**src/pkg/tmb_pkg.sv**
```systemverilog
// Package: bank layout, constants, commands and carriers of the tag memory block
package tmb_pkg;
   // Bank sizes in 16-bit words, serial number width in bits and pointer width
   localparam int TID_WORDS = 11;
   localparam int EPC_WORDS = 10;
   localparam int RSV_WORDS = 4;
   localparam int SER_BITS = 48;
   localparam int ADDR_W = 21;
   // Bank codes on the air link
   localparam logic [1:0] BANK_RSV = 2'h0;
   localparam logic [1:0] BANK_EPC = 2'h1;
   localparam logic [1:0] BANK_TID = 2'h2;
   // Identification bank word positions
   localparam int TID_W_CLASS = 0;
   localparam int TID_W_MODEL = 1;
   localparam int TID_W_XHDR = 2;
   localparam int TID_W_SER = 3;
   localparam int TID_W_OPT = 6;
   localparam int TID_W_BLK = 7;
   localparam logic [15:0] XTID_HDR_VAL = 16'h3800;
   localparam logic [15:0] OPT_SUP_VAL = 16'h0cc8;
   localparam logic [63:0] BLK_SEG_VAL = 64'h0002_0308_0002_0302;
   // EPC bank word positions and defaults
   localparam int EPC_W_CRC = 0;
   localparam int EPC_W_PC = 1;
   localparam int EPC_W_SER = 5;
   localparam int PC_LEN_MSB = 15;
   localparam int PC_LEN_LSB = 11;
   localparam logic [15:0] PC_DEF_VAL = 16'h3000;
   // Reserved bank word positions
   localparam int RSV_W_KILL = 0;
   localparam int RSV_W_ACCESS = 2;
   // Error reply codes
   localparam logic [7:0] ERR_OTHER = 8'h00;
   localparam logic [7:0] ERR_OVERRUN = 8'h03;
   // Block command word-count limits
   localparam int BLKWR_MAX_DEF = 2;
   localparam int BLE_MAX_DEF = 8;
   // Random generator seed after reset
   localparam logic [15:0] RNG_SEED = 16'hace1;

   typedef enum logic [3:0] {
      cmd_query, cmd_query_rep, cmd_ack, cmd_nak, cmd_req_rn, cmd_select,
      cmd_read, cmd_write, block_write_cmd, cmd_block_erase, cmd_lock
   } tmb_cmd_t;

   typedef enum logic [2:0] {
      st_ready, st_arbitrate, st_reply, st_acknowledged, st_open, st_secured
   } tmb_state_t;

   typedef enum logic [1:0] {rsp_data, rsp_handle, rsp_done, rsp_error} tmb_rsp_kind_t;

   // Decoded command from the air front end
   typedef struct packed {
      logic valid;
      tmb_cmd_t cmd;
      logic [1:0] bank;
      logic [23:0] ebv;
      logic [7:0] count;
      logic [31:0] data;
      logic [15:0] handle;
      logic [3:0] q;
      logic target;
   } tmb_req_t;

   // Reply toward the air back end
   typedef struct packed {
      logic valid;
      tmb_rsp_kind_t kind;
      logic last;
      logic [15:0] word;
      logic [7:0] err;
   } tmb_rsp_t;
endpackage

```
**src/verilog/tmb_core.sv**
```systemverilog
// Tag memory banks, access policy and inventory control of a UHF tag
`timescale 1ns/10ps
`default_nettype none

module tmb_core #(
   parameter logic [7:0] CLASS_ID = 8'h5a,     // Arbitrary value
   parameter logic [11:0] MAKER_ID = 12'h123,  // Arbitrary value
   parameter logic [7:0] PART_CODE = 8'h3c,    // Arbitrary value
   parameter logic [3:0] SI_VER = 4'h1,
   parameter int BLKWR_MAX = tmb_pkg::BLKWR_MAX_DEF,
   parameter int BLE_MAX = tmb_pkg::BLE_MAX_DEF
) (
   input wire logic clk,
   input wire logic reset_n,
   input wire tmb_pkg::tmb_req_t req,
   input wire logic prog_valid,
   input wire logic [tmb_pkg::SER_BITS-1:0] prog_serial,
   input wire logic defaults_load,
   output var tmb_pkg::tmb_rsp_t resp,
   output logic busy,
   output var tmb_pkg::tmb_state_t tag_state,
   output logic inv_flag,
   output logic sel_flag
);
   localparam int AW = tmb_pkg::ADDR_W;
   typedef logic [tmb_pkg::TID_WORDS-1:0][15:0] tmb_tid_arr_t;
   typedef logic [tmb_pkg::EPC_WORDS-1:0][15:0] tmb_epc_arr_t;
   typedef logic [tmb_pkg::RSV_WORDS-1:0][15:0] tmb_rsv_arr_t;

   // Refuse block limits the EPC bank cannot serve
   if (BLKWR_MAX < 1 || BLKWR_MAX > tmb_pkg::EPC_WORDS || BLE_MAX < 1
       || BLE_MAX > tmb_pkg::EPC_WORDS)
   begin : g_chk
      $error("tmb_core: block word-count limit out of range");
   end

   // Decode an EBV-8 pointer of one to three bytes, first byte in the top bits
   function automatic logic [AW:0] ebv_decode(input logic [23:0] v);
      logic [AW:0] r;
      r = '0;
      if (!v[23])
         r = {1'b1, 14'h0, v[22:16]};
      else if (!v[15])
         r = {1'b1, 7'h0, v[22:16], v[14:8]};
      else if (!v[7])
         r = {1'b1, v[22:16], v[14:8], v[6:0]};
      return r;
   endfunction

   // Size of a bank in words, zero for the unused code
   function automatic logic [AW:0] bank_words(input logic [1:0] b);
      logic [AW:0] n;
      n = '0;
      if (b == tmb_pkg::BANK_TID)
         n = (AW+1)'(tmb_pkg::TID_WORDS);
      else if (b == tmb_pkg::BANK_EPC)
         n = (AW+1)'(tmb_pkg::EPC_WORDS);
      else if (b == tmb_pkg::BANK_RSV)
         n = (AW+1)'(tmb_pkg::RSV_WORDS);
      return n;
   endfunction

   // Fetch one word of a bank; top bit marks a hit
   function automatic logic [16:0] word_at(input logic [1:0] b, input logic [AW-1:0] a,
                                           input tmb_tid_arr_t t, input tmb_epc_arr_t e,
                                           input tmb_rsv_arr_t r);
      logic [16:0] w;
      w = '0;
      if ({1'b0, a} < bank_words(b))
      begin
         if (b == tmb_pkg::BANK_TID)
            w = {1'b1, t[a[3:0]]};
         else if (b == tmb_pkg::BANK_EPC)
            w = {1'b1, e[a[3:0]]};
         else
            w = {1'b1, r[a[1:0]]};
      end
      return w;
   endfunction

   // Factory EPC image built around a serial number
   function automatic tmb_epc_arr_t epc_default(input logic [47:0] s);
      tmb_epc_arr_t e;
      e = '0;
      e[tmb_pkg::EPC_W_PC] = tmb_pkg::PC_DEF_VAL;
      e[tmb_pkg::EPC_W_SER] = s[47:32];
      e[tmb_pkg::EPC_W_SER+1] = s[31:16];
      e[tmb_pkg::EPC_W_SER+2] = s[15:0];
      return e;
   endfunction

   // Build a valid reply
   function automatic tmb_pkg::tmb_rsp_t mk_rsp(input tmb_pkg::tmb_rsp_kind_t k,
                                                input logic l, input logic [15:0] w,
                                                input logic [7:0] er);
      tmb_pkg::tmb_rsp_t p;
      p.valid = 1'b1;
      p.kind = k;
      p.last = l;
      p.word = w;
      p.err = er;
      return p;
   endfunction

   logic [tmb_pkg::SER_BITS-1:0] serial_r;
   tmb_epc_arr_t epc_r;
   tmb_rsv_arr_t rsv_r;
   logic [15:0] sys_r;
   logic [15:0] rng_r;
   logic [15:0] handle_r;
   logic [15:0] slot_r;
   logic [1:0] rd_bank_r;
   logic [AW-1:0] rd_ptr_r;
   logic [7:0] rd_left_r;
   tmb_tid_arr_t tid_w;
   logic [AW:0] ptr_dec;
   logic [AW-1:0] ptr;
   logic [AW:0] span;
   logic [7:0] rd_cnt;
   logic ptr_ok, hmatch, in_acc, fits, take, do_wr, do_blk, sel_match, acc_pwd_zero;
   logic [16:0] sel_word, rd_word;
   logic [15:0] nslot, qmask;

   // Identification bank: constants around the stored serial
   always_comb
   begin
      tid_w = '0;
      tid_w[tmb_pkg::TID_W_CLASS] = {CLASS_ID, MAKER_ID[11:4]};
      tid_w[tmb_pkg::TID_W_MODEL] = {MAKER_ID[3:0], PART_CODE, SI_VER};
      tid_w[tmb_pkg::TID_W_XHDR] = tmb_pkg::XTID_HDR_VAL;
      tid_w[tmb_pkg::TID_W_SER] = serial_r[47:32];
      tid_w[tmb_pkg::TID_W_SER+1] = serial_r[31:16];
      tid_w[tmb_pkg::TID_W_SER+2] = serial_r[15:0];
      tid_w[tmb_pkg::TID_W_OPT] = tmb_pkg::OPT_SUP_VAL;
      tid_w[tmb_pkg::TID_W_BLK] = tmb_pkg::BLK_SEG_VAL[63:48];
      tid_w[tmb_pkg::TID_W_BLK+1] = tmb_pkg::BLK_SEG_VAL[47:32];
      tid_w[tmb_pkg::TID_W_BLK+2] = tmb_pkg::BLK_SEG_VAL[31:16];
      tid_w[tmb_pkg::TID_W_BLK+3] = tmb_pkg::BLK_SEG_VAL[15:0];
   end

   // Request decode: pointer, range, permission and select compare
   always_comb
   begin
      ptr_dec = ebv_decode(req.ebv);
      ptr_ok = ptr_dec[AW];
      ptr = ptr_dec[AW-1:0];
      take = req.valid && !busy;
      hmatch = req.handle == handle_r;
      in_acc = (tag_state == tmb_pkg::st_open || tag_state == tmb_pkg::st_secured) && hmatch;
      // Zero count reads to the end of the bank
      if (req.count == 8'h00 && {1'b0, ptr} < bank_words(req.bank))
         rd_cnt = 8'(bank_words(req.bank) - {1'b0, ptr});
      else
         rd_cnt = req.count;
      span = {1'b0, ptr} + (AW+1)'(rd_cnt);
      fits = ptr_ok && rd_cnt != 8'h00 && span <= bank_words(req.bank);
      do_wr = take && in_acc && req.cmd == tmb_pkg::cmd_write && req.count == 8'h01 && fits
              && (req.bank == tmb_pkg::BANK_EPC || req.bank == tmb_pkg::BANK_RSV);
      do_blk = take && in_acc && req.bank == tmb_pkg::BANK_EPC && fits
               && req.count != 8'h00
               && ((req.cmd == tmb_pkg::block_write_cmd && int'(req.count) <= BLKWR_MAX)
                   || (req.cmd == tmb_pkg::cmd_block_erase && int'(req.count) <= BLE_MAX));
      sel_word = word_at(req.bank, ptr, tid_w, epc_r, rsv_r);
      sel_match = ptr_ok && req.bank != tmb_pkg::BANK_RSV && sel_word[16]
                  && ((sel_word[15:0] ^ req.data[15:0]) & req.data[31:16]) == 16'h0000;
      rd_word = word_at(rd_bank_r, rd_ptr_r, tid_w, epc_r, rsv_r);
      acc_pwd_zero = {rsv_r[tmb_pkg::RSV_W_ACCESS], rsv_r[tmb_pkg::RSV_W_ACCESS+1]} == 32'h0;
      qmask = 16'((17'h00001 << req.q) - 17'h00001);
      nslot = rng_r & qmask;
   end

   // Serial number: the only writable identification storage
   always_ff @(posedge clk or negedge reset_n)
   begin
      if (!reset_n)
         serial_r <= '0;
      else if (prog_valid)
         serial_r <= prog_serial;
   end

   // EPC, reserved and system storage
   always_ff @(posedge clk or negedge reset_n)
   begin
      if (!reset_n)
      begin
         epc_r <= epc_default(48'h0);
         rsv_r <= '0;
         sys_r <= '0;
      end
      else if (defaults_load)
      begin
         epc_r <= epc_default(serial_r);
         rsv_r <= '0;
      end
      else
      begin
         if (do_wr && req.bank == tmb_pkg::BANK_EPC)
            epc_r[ptr[3:0]] <= req.data[31:16];
         if (do_wr && req.bank == tmb_pkg::BANK_RSV)
            rsv_r[ptr[1:0]] <= req.data[31:16];
         if (do_blk)
         begin
            for (int i = 0; i < tmb_pkg::EPC_WORDS; i++)
            begin
               if (AW'(i) >= ptr && (AW+1)'(i) < span)
               begin
                  if (req.cmd == tmb_pkg::cmd_block_erase)
                     epc_r[i] <= 16'h0000;
                  else if (AW'(i) == ptr)
                     epc_r[i] <= req.data[31:16];
                  else
                     epc_r[i] <= req.data[15:0];
               end
            end
         end
         if (take && in_acc && req.cmd == tmb_pkg::cmd_lock)
            sys_r <= req.data[15:0];
      end
   end

   // Free-running 16-bit random generator
   always_ff @(posedge clk or negedge reset_n)
   begin
      if (!reset_n)
         rng_r <= tmb_pkg::RNG_SEED;
      else
         rng_r <= {rng_r[14:0], rng_r[15] ^ rng_r[13] ^ rng_r[12] ^ rng_r[10]};
   end

   // Tag states, slot counter, flags, read streaming and replies
   always_ff @(posedge clk or negedge reset_n)
   begin
      if (!reset_n)
      begin
         tag_state <= tmb_pkg::st_ready;
         slot_r <= '0;
         handle_r <= '0;
         inv_flag <= 1'b0;
         sel_flag <= 1'b0;
         resp <= '0;
         busy <= 1'b0;
         rd_bank_r <= '0;
         rd_ptr_r <= '0;
         rd_left_r <= '0;
      end
      else
      begin
         resp <= '0;
         if (busy)
         begin
            // One word per cycle, system word is never a source
            resp <= mk_rsp(tmb_pkg::rsp_data, rd_left_r == 8'h01, rd_word[15:0], 8'h00);
            rd_ptr_r <= rd_ptr_r + AW'(1);
            rd_left_r <= rd_left_r - 8'h01;
            busy <= rd_left_r != 8'h01;
         end
         else if (req.valid)
         begin
            case (req.cmd)
               tmb_pkg::cmd_query:
               begin
                  handle_r <= rng_r;
                  if (tag_state >= tmb_pkg::st_acknowledged)
                     inv_flag <= ~inv_flag;
                  if ((tag_state >= tmb_pkg::st_acknowledged ? ~inv_flag : inv_flag)
                      != req.target)
                     tag_state <= tmb_pkg::st_ready;
                  else if (nslot == 16'h0000)
                  begin
                     tag_state <= tmb_pkg::st_reply;
                     resp <= mk_rsp(tmb_pkg::rsp_handle, 1'b1, rng_r, 8'h00);
                  end
                  else
                  begin
                     tag_state <= tmb_pkg::st_arbitrate;
                     slot_r <= nslot;
                  end
               end
               tmb_pkg::cmd_query_rep:
               begin
                  if (tag_state == tmb_pkg::st_arbitrate)
                  begin
                     slot_r <= slot_r - 16'h0001;
                     if (slot_r == 16'h0001)
                     begin
                        tag_state <= tmb_pkg::st_reply;
                        handle_r <= rng_r;
                        resp <= mk_rsp(tmb_pkg::rsp_handle, 1'b1, rng_r, 8'h00);
                     end
                  end
                  else if (tag_state == tmb_pkg::st_reply)
                     tag_state <= tmb_pkg::st_arbitrate;
                  else if (tag_state != tmb_pkg::st_ready)
                  begin
                     inv_flag <= ~inv_flag;
                     tag_state <= tmb_pkg::st_ready;
                  end
               end
               tmb_pkg::cmd_ack:
               begin
                  if (tag_state != tmb_pkg::st_ready && tag_state != tmb_pkg::st_arbitrate)
                  begin
                     if (hmatch)
                     begin
                        // Backscatter PC and the EPC words it announces
                        if (tag_state == tmb_pkg::st_reply)
                           tag_state <= tmb_pkg::st_acknowledged;
                        rd_bank_r <= tmb_pkg::BANK_EPC;
                        rd_ptr_r <= AW'(tmb_pkg::EPC_W_PC);
                        rd_left_r <= 8'(epc_r[tmb_pkg::EPC_W_PC][tmb_pkg::PC_LEN_MSB:
                                                                 tmb_pkg::PC_LEN_LSB]) + 8'h01;
                        busy <= 1'b1;
                     end
                     else
                        tag_state <= tmb_pkg::st_arbitrate;
                  end
               end
               tmb_pkg::cmd_nak:
               begin
                  if (tag_state != tmb_pkg::st_ready)
                     tag_state <= tmb_pkg::st_arbitrate;
               end
               tmb_pkg::cmd_req_rn:
               begin
                  if (hmatch && tag_state == tmb_pkg::st_acknowledged)
                  begin
                     handle_r <= rng_r;
                     tag_state <= acc_pwd_zero ? tmb_pkg::st_secured : tmb_pkg::st_open;
                     resp <= mk_rsp(tmb_pkg::rsp_handle, 1'b1, rng_r, 8'h00);
                  end
                  else if (in_acc)
                     resp <= mk_rsp(tmb_pkg::rsp_handle, 1'b1, rng_r, 8'h00);
               end
               tmb_pkg::cmd_select:
               begin
                  sel_flag <= sel_match;
                  tag_state <= tmb_pkg::st_ready;
               end
               tmb_pkg::cmd_read:
               begin
                  if (in_acc && fits)
                  begin
                     rd_bank_r <= req.bank;
                     rd_ptr_r <= ptr;
                     rd_left_r <= rd_cnt;
                     busy <= 1'b1;
                  end
                  else if (in_acc)
                     resp <= mk_rsp(tmb_pkg::rsp_error, 1'b1, 16'h0000, tmb_pkg::ERR_OVERRUN);
               end
               tmb_pkg::cmd_write, tmb_pkg::block_write_cmd, tmb_pkg::cmd_block_erase:
               begin
                  if (do_wr || do_blk)
                     resp <= mk_rsp(tmb_pkg::rsp_done, 1'b1, handle_r, 8'h00);
                  else if (in_acc && (req.bank == tmb_pkg::BANK_TID
                           || req.bank == 2'h3 || (req.cmd != tmb_pkg::cmd_write
                           && req.bank != tmb_pkg::BANK_EPC)))
                     resp <= mk_rsp(tmb_pkg::rsp_error, 1'b1, 16'h0000, tmb_pkg::ERR_OTHER);
                  else if (in_acc)
                     resp <= mk_rsp(tmb_pkg::rsp_error, 1'b1, 16'h0000,
                                    tmb_pkg::ERR_OVERRUN);
               end
               tmb_pkg::cmd_lock:
               begin
                  if (in_acc)
                     resp <= mk_rsp(tmb_pkg::rsp_done, 1'b1, handle_r, 8'h00);
               end
               default:
               begin
                  resp <= '0;
               end
            endcase
         end
      end
   end
endmodule

`default_nettype wire
```
**config.mk**
```make
export PLATFORM = sky130hd
export DESIGN_NAME = tmb_core
export DESIGN_NICKNAME = d
export VERILOG_FILES = /design/src/pkg/tmb_pkg.sv /design/src/verilog/tmb_core.sv
export SDC_FILE = /design/constraint.sdc
export NUM_CORES = 1
export LEC_CHECK = 0
export BUFFER_PORTS_ARGS = -buffer_cell sky130_fd_sc_hd__buf_2
export CORE_MARGIN = 1.5
export CORE_UTILIZATION = 26
export CTS_CLUSTER_SIZE = 14
export DETAILED_ROUTE_END_ITERATION = 12
export GPL_TIMING_DRIVEN = 0
export MAX_ROUTING_LAYER = met4
export PLACE_DENSITY_LB_ADDON = 0.25
export SLEW_MARGIN = 20
export SYNTH_ARGS = -nofsm -noshare
export SYNTH_HDL_FRONTEND = slang
export SYNTH_SLANG_ARGS = --single-unit
```
**constraint.sdc**
```tcl
create_clock -name clk -period 5.14 [get_ports clk]
set_input_delay 1.028 -clock clk [delete_from_list [all_inputs] [get_ports clk]]
set_output_delay 1.028 -clock clk [all_outputs]
set_load 0.1 [all_outputs]
```
# Yosys cells after proc, flatten, opt, wreduce, memory -nomap -nowiden
# Cells that the tools add are included.
word_totals:
  rom_bits: 0
  mem_bits_rw: 0
  inputBits: 144
  out_inout_bits: 34
  latch_bits: 0
  regBits: 385
  n_memories: 0
op_classes:
  reduce_logical: 72
  bitwise_logic: 8
  n_addsub: 7
  muxes: 132
  magnitude_cmp: 32
  eq_ne: 56
  mul: 0
  shifts: 1
  n_div: 0
op_table:
  columns: ["cell", "count"]
  rows:
  - ["16-bit 2-to-1 mux", 49]
  - ["160-bit 2-to-1 mux", 3]
  - ["28-bit 2-to-1 mux", 13]
  - ["16-bit binary-select mux with 4-bit select", 4]
  - ["28-bit one-hot mux with 6 select lines", 1]
  - ["160-bit bitwise mux", 1]
  - ["64-bit 2-to-1 mux", 2]
  - ["21-bit 2-to-1 mux", 5]
  - ["3-bit by 22-bit < comparator with 1-bit output, first input constant", 4]
  - ["3-bit by 21-bit equality test with 1-bit output, first input constant", 4]
  - ["3-bit by 21-bit greater-or-equal comparator with 1-bit output, first input constant", 4]
  - ["22-bit 2-to-1 mux", 3]
  - ["16-bit binary-select mux with 2-bit select", 2]
  - ["64-bit bitwise mux", 1]
  - ["16-bit demux with 4-bit select", 1]
  - ["8-bit 2-to-1 mux", 7]
  - ["16-bit one-hot mux with 3 select lines", 1]
  - ["1-bit by 22-bit < comparator with 1-bit output, first input constant", 2]
  - ["2-bit by 22-bit < comparator with 1-bit output, first input constant", 2]
  - ["4-bit by 22-bit < comparator with 1-bit output, first input constant", 2]
  - ["2-bit by 21-bit equality test with 1-bit output, first input constant", 2]
  - ["4-bit by 21-bit equality test with 1-bit output, first input constant", 2]
  - ["1-bit by 21-bit greater-or-equal comparator with 1-bit output, first input constant", 2]
  - ["2-bit by 21-bit greater-or-equal comparator with 1-bit output, first input constant", 2]
  - ["73 further kinds", 189]

# Logic depth before layout (Yosys ltp)
# Gate-level depths: netlist of the first run.
depth:
  ltp_word: 20
  ltp_mapped: 33
  ltp_nobuf: 24

# Worst setup path before layout of the first run
# Ideal clock, no wire load.
synth_path:
  path_type: "input-to-reg"
  from: "input req[76] in the netlist's numbering"
  to: "register epc_r[136] in the netlist's numbering"
  arrival_ns: 7.501
  path_slack_ns: -2.497
  setup_time_ns: 0.136
  n_path_buf: 10
  required_time_ns: 5.004
  cell_stages: 32
  path_cell_list: "buf_6 > buf_6 > and3b_4 > o31ai_4 > buf_6 > buf_4 > buf_2 > buf_2 > ha_1 > inv_1 > a21o_1 > a21oi_1 > o21bai_1 > or2_2 > clkbuf_1 > clkbuf_1 > o31ai_1 > ha_1 > a21o_4 > xor2_1 > ha_1 > nand4_1 > a32oi_1 > o21ai_0 > nor3b_1 > nand4_1 > or4_1 > buf_2 > buf_6 > mux2_1 > nor2_1 > nor3_1"
synth_via:
  elab_chain_len: 15
  word_cells_on_any_way: 33
  cone_classes: "add/sub (2); order compare (6); eq/ne (1); mux (12); reduce/logical (12)"
synth_lines:
  columns: ["item", "line_no", "source"]
  rows:
  - ["from (decl)", "tmb_core.sv:15", "input wire tmb_pkg::tmb_req_t req,"]
  - ["22-bit 2-to-1 mux (*)", "tmb_core.sv:43", "else if (!v[15])"]
  - ["22-bit 2-to-1 mux (*)", "tmb_core.sv:41", "if (!v[23])"]
  - ["21-bit by 4-bit < comparator with 1-bit output", "tmb_core.sv:151", "if (req.count == 8'h00 && {1'b0, ptr} < bank_words(req.bank))"]
  - ["1-bit logical AND", "tmb_core.sv:151", null]
  - ["8-bit 2-to-1 mux", "tmb_core.sv:151", null]
  - ["21-bit by 8-bit adder with 22-bit output / 8-bit nonzero test (equally long branches)", "tmb_core.sv:155, tmb_core.sv:156", null]
  - ["22-bit less-or-equal comparator / 1-bit logical AND (equally long branches)", "tmb_core.sv:156", "fits = ptr_ok && rd_cnt != 8'h00 && span <= bank_words(req.bank);"]
  - ["1-bit logical AND", "tmb_core.sv:156", null]
  - ["1-bit logical AND", "tmb_core.sv:157", "do_wr = take && in_acc && req.cmd == tmb_pkg::cmd_write && req.count == 8'h01 && fits"]
  - ["1-bit logical AND", "tmb_core.sv:158", "&& (req.bank == tmb_pkg::BANK_EPC || req.bank == tmb_pkg::BANK_RSV);"]
  - ["1-bit logical AND", "tmb_core.sv:197", "if (do_wr && req.bank == tmb_pkg::BANK_EPC)"]
  - ["160-bit 2-to-1 mux", "tmb_core.sv:197", null]
  - ["16-bit 2-to-1 mux", "tmb_core.sv:205", "if (AW'(i) >= ptr && (AW+1)'(i) < span)"]
  - ["160-bit 2-to-1 mux (*)", "tmb_core.sv:201", "if (do_blk)"]
  - ["160-bit 2-to-1 mux (*)", "tmb_core.sv:190", "else if (defaults_load)"]
  - ["to (signal assigned)", "tmb_core.sv:192", "epc_r <= epc_default(serial_r);"]
  - ["to (signal, indexed assignment)", "tmb_core.sv:198", "epc_r[ptr[3:0]] <= req.data[31:16];"]
  - ["to (signal, indexed assignment)", "tmb_core.sv:210", "epc_r[i] <= req.data[31:16];"]
  - ["to (decl)", "tmb_core.sv:106", "tmb_epc_arr_t epc_r;"]
# Every way passes the cells marked *; elsewhere a longest branch is shown, timed or not.
# A chain may end at the register's enable or synchronous reset.

# Final worst setup path of the first run
layout_path:
  from: "input req[76] in the netlist's numbering"
  to: "register epc_r[155] in the netlist's numbering"
# Same word-level chain as after synthesis.

==> results.sh, run 1 <==
export IMPL_slew_violations=0
export IMPL_worst_endpoint_arrival_ns=6.94
export IMPL_place_inst=4573
export IMPL_grt_use_total_pct=29.36
export IMPL_ir_worst_vdd_mv=0.2294
export IMPL_area_growth_syn_to_layout_pct=32.95
export IMPL_period_minus_slack_ns=6.451
export IMPL_grt_first_pass_wirelength_um=224800
export IMPL_relSlewSlack_pct=13.93
export IMPL_fin_worst_skew_ns=0.04438
export IMPL_viasPerCell=5.916
export IMPL_die_x_um=333.8
export IMPL_synth_edf_count=0
export IMPL_fin_ws_ns=-1.311
export IMPL_yosysTopAreaCell="dfrtp_1"
export IMPL_tightestPinTransition_ns=1.291
export IMPL_antenna_found_initial=7
export IMPL_portBuffers=160
export IMPL_grt_max_degree=92
export IMPL_grt_ovfl_total=0
export IMPL_drcViolationCount=0
export IMPL_power_density_nw_per_um2=233.0
export IMPL_critPathMaxStageDelay_ns=0.42
export IMPL_fp_coreArea_um2=108700
export IMPL_status="finished, violations left"
export IMPL_wl_per_cell_um=33.67
export IMPL_place_ws_ns=-4.350
export IMPL_finalPower_mw=8.815
export IMPL_synth_flop_cell="dfrtp_1"
export IMPL_cp_common_cell="buf_8"
export IMPL_synth_area_leaders="dfrtp_1, mux2i_1, mux2_2"
export IMPL_register_area_um2=9472
export IMPL_worstPathMaxFanout=11
export IMPL_synth_avg_cell_area_um2=9.527
export IMPL_die_h_um=333.8
export IMPL_cp_num_buf_inv=14
export IMPL_insertion_delay_ns=0.64
export IMPL_hold_viol_final=0
export IMPL_syn_area_um2=28460
export IMPL_rows=121
export IMPL_min_path_type="input port to asynchronous set/reset pin"
export IMPL_end_kind="flip-flop"
export IMPL_netlist_top_cells_count="dfrtp_1, mux2i_1, nor2_1, nand2_1, clkbuf_1"
export IMPL_finalWirelength_um=164200
export IMPL_cts_sinks=378
export IMPL_setup_worst_path_class="input port to flip-flop"
export IMPL_rsz0062_at_grt="yes"
export IMPL_cts_buffers=47
export IMPL_worst_ep_required_time_ns=5.63
export IMPL_fillers=11141
export IMPL_htreeDepth=2
export IMPL_async_flop_share_pct=100.0
export IMPL_cts_hold_buffers=0
export IMPL_worst_path_dominant_cell_family="buffers and inverters"
export IMPL_drt_iter0_drc=3215
export IMPL_final_antenna_net_count=0
export IMPL_start_util_pct=26.18
export IMPL_cap_violations=0
export IMPL_ys_ff_latch=378
export IMPL_max_freq_mhz=155.0
export IMPL_fin_setup_tns_ns=-308.04
export IMPL_violations="negative setup slack"
export IMPL_final_area_um2=37830
export IMPL_path_clk_slew_ns=0.07
export IMPL_synth_most_common_cell="dfrtp_1"
export IMPL_synthCells=2987
export IMPL_dp_hpwl_um=121900
export IMPL_first_global_vias=27698
export IMPL_cts_root_buf="clkbuf_16"
export IMPL_dr_total_vias=28852
export IMPL_gp_congestion=1.060
export IMPL_drt_pass1_iter_count=6
export IMPL_drive_above_1_share_pct=31.15
export IMPL_die_area_um2=111400
export IMPL_multi_input_area_um2=18990
export IMPL_num_io_pins=178
export IMPL_whs_ns=0.2050
export IMPL_nets=3610
export IMPL_synthDistinctLibCells=116
export IMPL_regToRegSetupSlack_ns=-0.30
export IMPL_worst_path_max_delay_cell="fa_2"
export IMPL_cts_tree="yes"
export IMPL_setup_viol=278
export IMPL_finish_utilization_pct=34.80
export IMPL_yosysWarnings=0
export IMPL_yosysTopAreaCellShare_pct=32.36
export IMPL_start_kind="input port"
export IMPL_period_share_pct=125.5
export IMPL_fin_cells=4877
export IMPL_seq_area_frac_synth_pct=33.28
export IMPL_post_dp_cell_area_um2=31610
export IMPL_leakagePower_nw=16.91
export IMPL_cts_buffer_depth=3
[metal layers]
layer / track usage, % / wire length, um
met5: - / 0
met4: 11.93 / 8529
met3: 6.842 / 15750
met2: 43.19 / 70760
met1: 38.63 / 69160
[repair_timing]
item | in CTS | in global routing
resized for setup | 352 | 233
pin swaps | 128 | 144
setup endpoints to repair | 278 | 281
cloned | 25 | 6
buffers inserted | 153 | 51
[cell families after synthesis]
kind of cell / Yosys count / synth area share, %
multiplexers: 597 / 24.95
AO/OA/AOI/OAI: 743 / 17.83
adder cells (fa/ha/maj): 45 / 2.031
XOR/XNOR: 68 / 2.093
other: 1 / 0.01318
AND/OR/NAND/NOR: 801 / 14.33
flip-flops: 378 / 33.28
buffers and inverters: 354 / 5.457
[cells in the final DEF, fill, tap and decap left out, drive strengths merged, types with 32 or more instances in the layout]
cell type  count
o21ai        176
inv           89
ha            43
o21a          44
nor4          47
a221o         36
nand2        196
nor2         233
nor3          75
nand3         67
clkbuf       238
mux2         166
nand4         32
a211oi        41
dfrtp        368
xor2          48
o22ai         82
mux2i        358
buf          468
mux4          73
a21oi        141
[area by class of cell]
| cell class | count | area share, % |
|---|---|---|
| Inverter | 89 | 0.9194 |
| Clock inverter | 23 | 0.8665 |
| Sequential cell | 378 | 25.04 |
| Antenna cell | 6 | 0.03969 |
| Tap cell | 1414 | 4.677 |
| Timing Repair Buffer | 392 | 9.829 |
| Multi-Input combinational cell | 2260 | 50.21 |
| Clock buffer | 62 | 3.443 |
| Buffer | 253 | 4.981 |
[report_power, final]
group	total [mW]	leakage, nW	switching [mW]	internal, mW
clock network	3.65	0.793	1.55	2.10
registers	3.25	4.98	0.183	3.06
logic	1.91	11.1	1.20	0.714
[path summary, 6_finish.rpt]
path                       cells past startpoint               startpoint                       to
setup / recovery                              33                  req[76]     epc_r[155]$_DFF_PN0_
hold / removal                                 1                  reset_n  rd_ptr_r[6]$_DFFE_PN0P_
setup reg to reg                               8  rd_ptr_r[0]$_DFFE_PN0P_       resp[12]$_DFF_PN0_
hold reg to reg                                0       rng_r[6]$_DFF_PN1_       rng_r[7]$_DFF_PN1_
max in group asynchronous                      4                  reset_n      epc_r[88]$_DFF_PN0_
min in group clk                               0       rng_r[6]$_DFF_PN1_       rng_r[7]$_DFF_PN1_
[registers in the layout (all words and copies together) (netlist names)]
name       count
epc_r        160
serial_r      48
inv_flag       1
resp          21
handle_r      16
rd_bank_r      2
slot_r        16
tag_state      3
rsv_r         64
rd_ptr_r      21
rd_left_r      8
busy           1
rng_r         16
sel_flag       1
(Power assumes the default switching activity.)
==> run 2: changes to the inputs <==
--- a/config.mk
+++ b/config.mk
@@ -5,11 +5,11 @@
 export SDC_FILE = /design/constraint.sdc
 export NUM_CORES = 1
 export LEC_CHECK = 0
-export BUFFER_PORTS_ARGS = -buffer_cell sky130_fd_sc_hd__buf_2
 export CORE_MARGIN = 1.5
 export CORE_UTILIZATION = 26
 export CTS_CLUSTER_SIZE = 14
 export DETAILED_ROUTE_END_ITERATION = 12
+export DONT_BUFFER_PORTS = 1
 export GPL_TIMING_DRIVEN = 0
 export MAX_ROUTING_LAYER = met4
 export PLACE_DENSITY_LB_ADDON = 0.25
==> results.sh, run 2 (synthesis results as in run 1) <==
export IMPL_setup_worst_path_class="input port to flip-flop"
export IMPL_clockPowerShare_pct=41.8
export IMPL_nets=3396
export IMPL_start_kind="input port"
export IMPL_ir_worst_vdd_mv=0.2021
export IMPL_drcViolationCount=0
export IMPL_die_area_um2=111400
export IMPL_status="finished, violations left"
export IMPL_final_area_um2=35480
export IMPL_mostFrequentLayoutCells="dfrtp_1, mux2i_1, nor2_1, nand2_1, clkbuf_1"
export IMPL_max_freq_mhz=161.4
export IMPL_final_antenna_net_count=0
export IMPL_place_ws_ns=-3.898
export IMPL_fin_setup_tns_ns=-237.91
export IMPL_antenna_found_initial=9
export IMPL_worstPathMaxFanout=11
export IMPL_slew_violations=220
export IMPL_top_regs="epc_r (160), rsv_r (64), serial_r (48)"
export IMPL_cts_tree="yes"
export IMPL_fin_cells=4663
export IMPL_power_frac_comb_pct=19.5
export IMPL_regMostFlops="epc_r"
export IMPL_first_global_vias=26235
export IMPL_insertion_delay_ns=0.64
export IMPL_fin_ws_ns=-1.057
export IMPL_fillers=11352
export IMPL_cap_violations=0
export IMPL_start_util_pct=26.18
export IMPL_cts_root_buf="clkbuf_16"
export IMPL_whs_ns=0.1452
export IMPL_grt_ovfl_total=0
export IMPL_period_share_pct=120.6
export IMPL_critPathMaxStageDelay_ns=0.63
export IMPL_p_switching_mw=2.667
export IMPL_dp_hpwl_um=117100
export IMPL_end_kind="flip-flop"
export IMPL_drt_iter0_drc=3701
export IMPL_cts_buffer_depth=3
export IMPL_hold_viol_final=0
export IMPL_portBuffers=0
export IMPL_grt_use_total_pct=27.89
export IMPL_cts_buffers=47
export IMPL_viasPerCell=6.002
export IMPL_worst_ep_required_time_ns=5.62
export IMPL_violations="max-slew violations, negative setup slack"
export IMPL_gp_congestion=1.086
export IMPL_num_io_pins=178
export IMPL_wl_per_cell_um=33.69
export IMPL_grt_max_degree=379
export IMPL_period_minus_slack_ns=6.197
export IMPL_p_seq_share_pct=38.7
export IMPL_finalWirelength_um=157100
export IMPL_die_x_um=333.8
export IMPL_rsz0062_at_grt="yes"
export IMPL_setup_viol=278
export IMPL_dr_total_vias=27985
export IMPL_power_density_nw_per_um2=236.1
export IMPL_grt_first_pass_wirelength_um=214900
export IMPL_largest_reg_flops=160
export IMPL_place_inst=4408
export IMPL_internal_power_mw=5.708
export IMPL_drt_pass1_iter_count=7
export IMPL_tightestPinTransition_ns=2.384
export IMPL_path_clk_slew_ns=0.06
export IMPL_drive_above_1_share_pct=24.61
export IMPL_layout_commonest_cell="dfrtp_1"
export IMPL_rows=121
export IMPL_switching_share_pct=31.84
export IMPL_area_growth_syn_to_layout_pct=24.67
export IMPL_relSlewSlack_pct=-58.90
export IMPL_cp_num_buf_inv=9
export IMPL_cp_common_cell="buf_12"
export IMPL_post_dp_cell_area_um2=30660
export IMPL_fp_coreArea_um2=108700
export IMPL_htreeDepth=2
export IMPL_min_path_type="input port to asynchronous set/reset pin"
export IMPL_cts_sinks=378
export IMPL_worst_path_dominant_cell_family="compound AO/OA/AOI/OAI gates"
export IMPL_fin_worst_skew_ns=0.03845
export IMPL_worst_path_max_delay_cell="fa_2"
export IMPL_worst_endpoint_arrival_ns=6.68
export IMPL_die_h_um=333.8
export IMPL_leakagePower_nw=15.69
-- run 2: cell types whose count changed in the layout (fill, tap and decap cells not counted), moves of 15 or more --
cell,previous run,this run
buf_2,173,17
buf_6,91,29
buf_4,107,138
a21oi_2,23,8
a21oi_1,113,130
buf_16,20,4
-- run 2: path summary, 6_finish.rpt --
check	cells after the start	endpoint	from	slack [ns]
hold / removal	0	rd_ptr_r[15]$_DFFE_PN0P_	reset_n	0.15
max in group asynchronous	0	epc_r[34]$_DFF_PN0_	reset_n	3.15
min in group clk	0	rng_r[11]$_DFF_PN1_	rng_r[10]$_DFF_PN1_	0.40
setup / recovery	29	epc_r[150]$_DFF_PN0_	req[84]	-1.06
setup reg to reg	8	resp[12]$_DFF_PN0_	rd_ptr_r[0]$_DFFE_PN0P_	-0.05
hold reg to reg	0	rng_r[11]$_DFF_PN1_	rng_r[10]$_DFF_PN1_	0.40
-- run 2: per-stage QoR --
step / power (mW) / utilization [%]
2_1_floorplan: 4.025 / -
3_3_place_gp: 4.581 / 28.15
3_5_place_dp: 4.585 / 28.21
4_1_cts: 8.261 / 31.49
5_1_grt: 8.559 / 32.63
6_report: 8.375 / 32.64
-- run 2: metal layers --
metal / global-route usage (%) / share of wire, %
met3: 7.341 / 11
met5: - / 0
met2: 40.85 / 43
met1: 35.97 / 40
met4: 12.30 / 5.5
-- run 2: layout make-up --
class | instances | area (um^2) | share of cell area (%)
clock inverters | 11 | 170.2 | 0.4796
multi-input cells | 2260 | 18560 | 52.31
inverters | 89 | 347.8 | 0.9805
repair buffers | 179 | 1934 | 5.453
clock buffers | 73 | 1394 | 3.929
diodes | 7 | 17.52 | 0.04938
well taps | 1414 | 1769 | 4.987
plain buffers | 252 | 1813 | 5.110
flip-flops and latches | 378 | 9472 | 26.70
-- run 2: repair_timing --
item                       4_1_cts  5_1_grt
setup endpoints to repair      278      278
setup buffers                  100       58
gates resized for setup        235      153
hold buffers                     0        0
pin swaps                       84       84
gates cloned                     9       11
-- run 2: power by group through the flow --
stage | clock network (mW) | registers [mW] | logic [mW]
floorplan | 0 | 3.17 | 0.852
global placement | 0 | 3.28 | 1.30
detailed placement | 0 | 3.28 | 1.30
CTS | 3.54 | 3.23 | 1.49
global route | 3.64 | 3.23 | 1.68
finish | 3.50 | 3.24 | 1.63
-- run 2: worst reg2reg max path: cells and delay by family (launching register included) --
family	cells	cell delay, ns
flops	1	0.36
buf+inv	5	3.67
compound gates	3	1.09
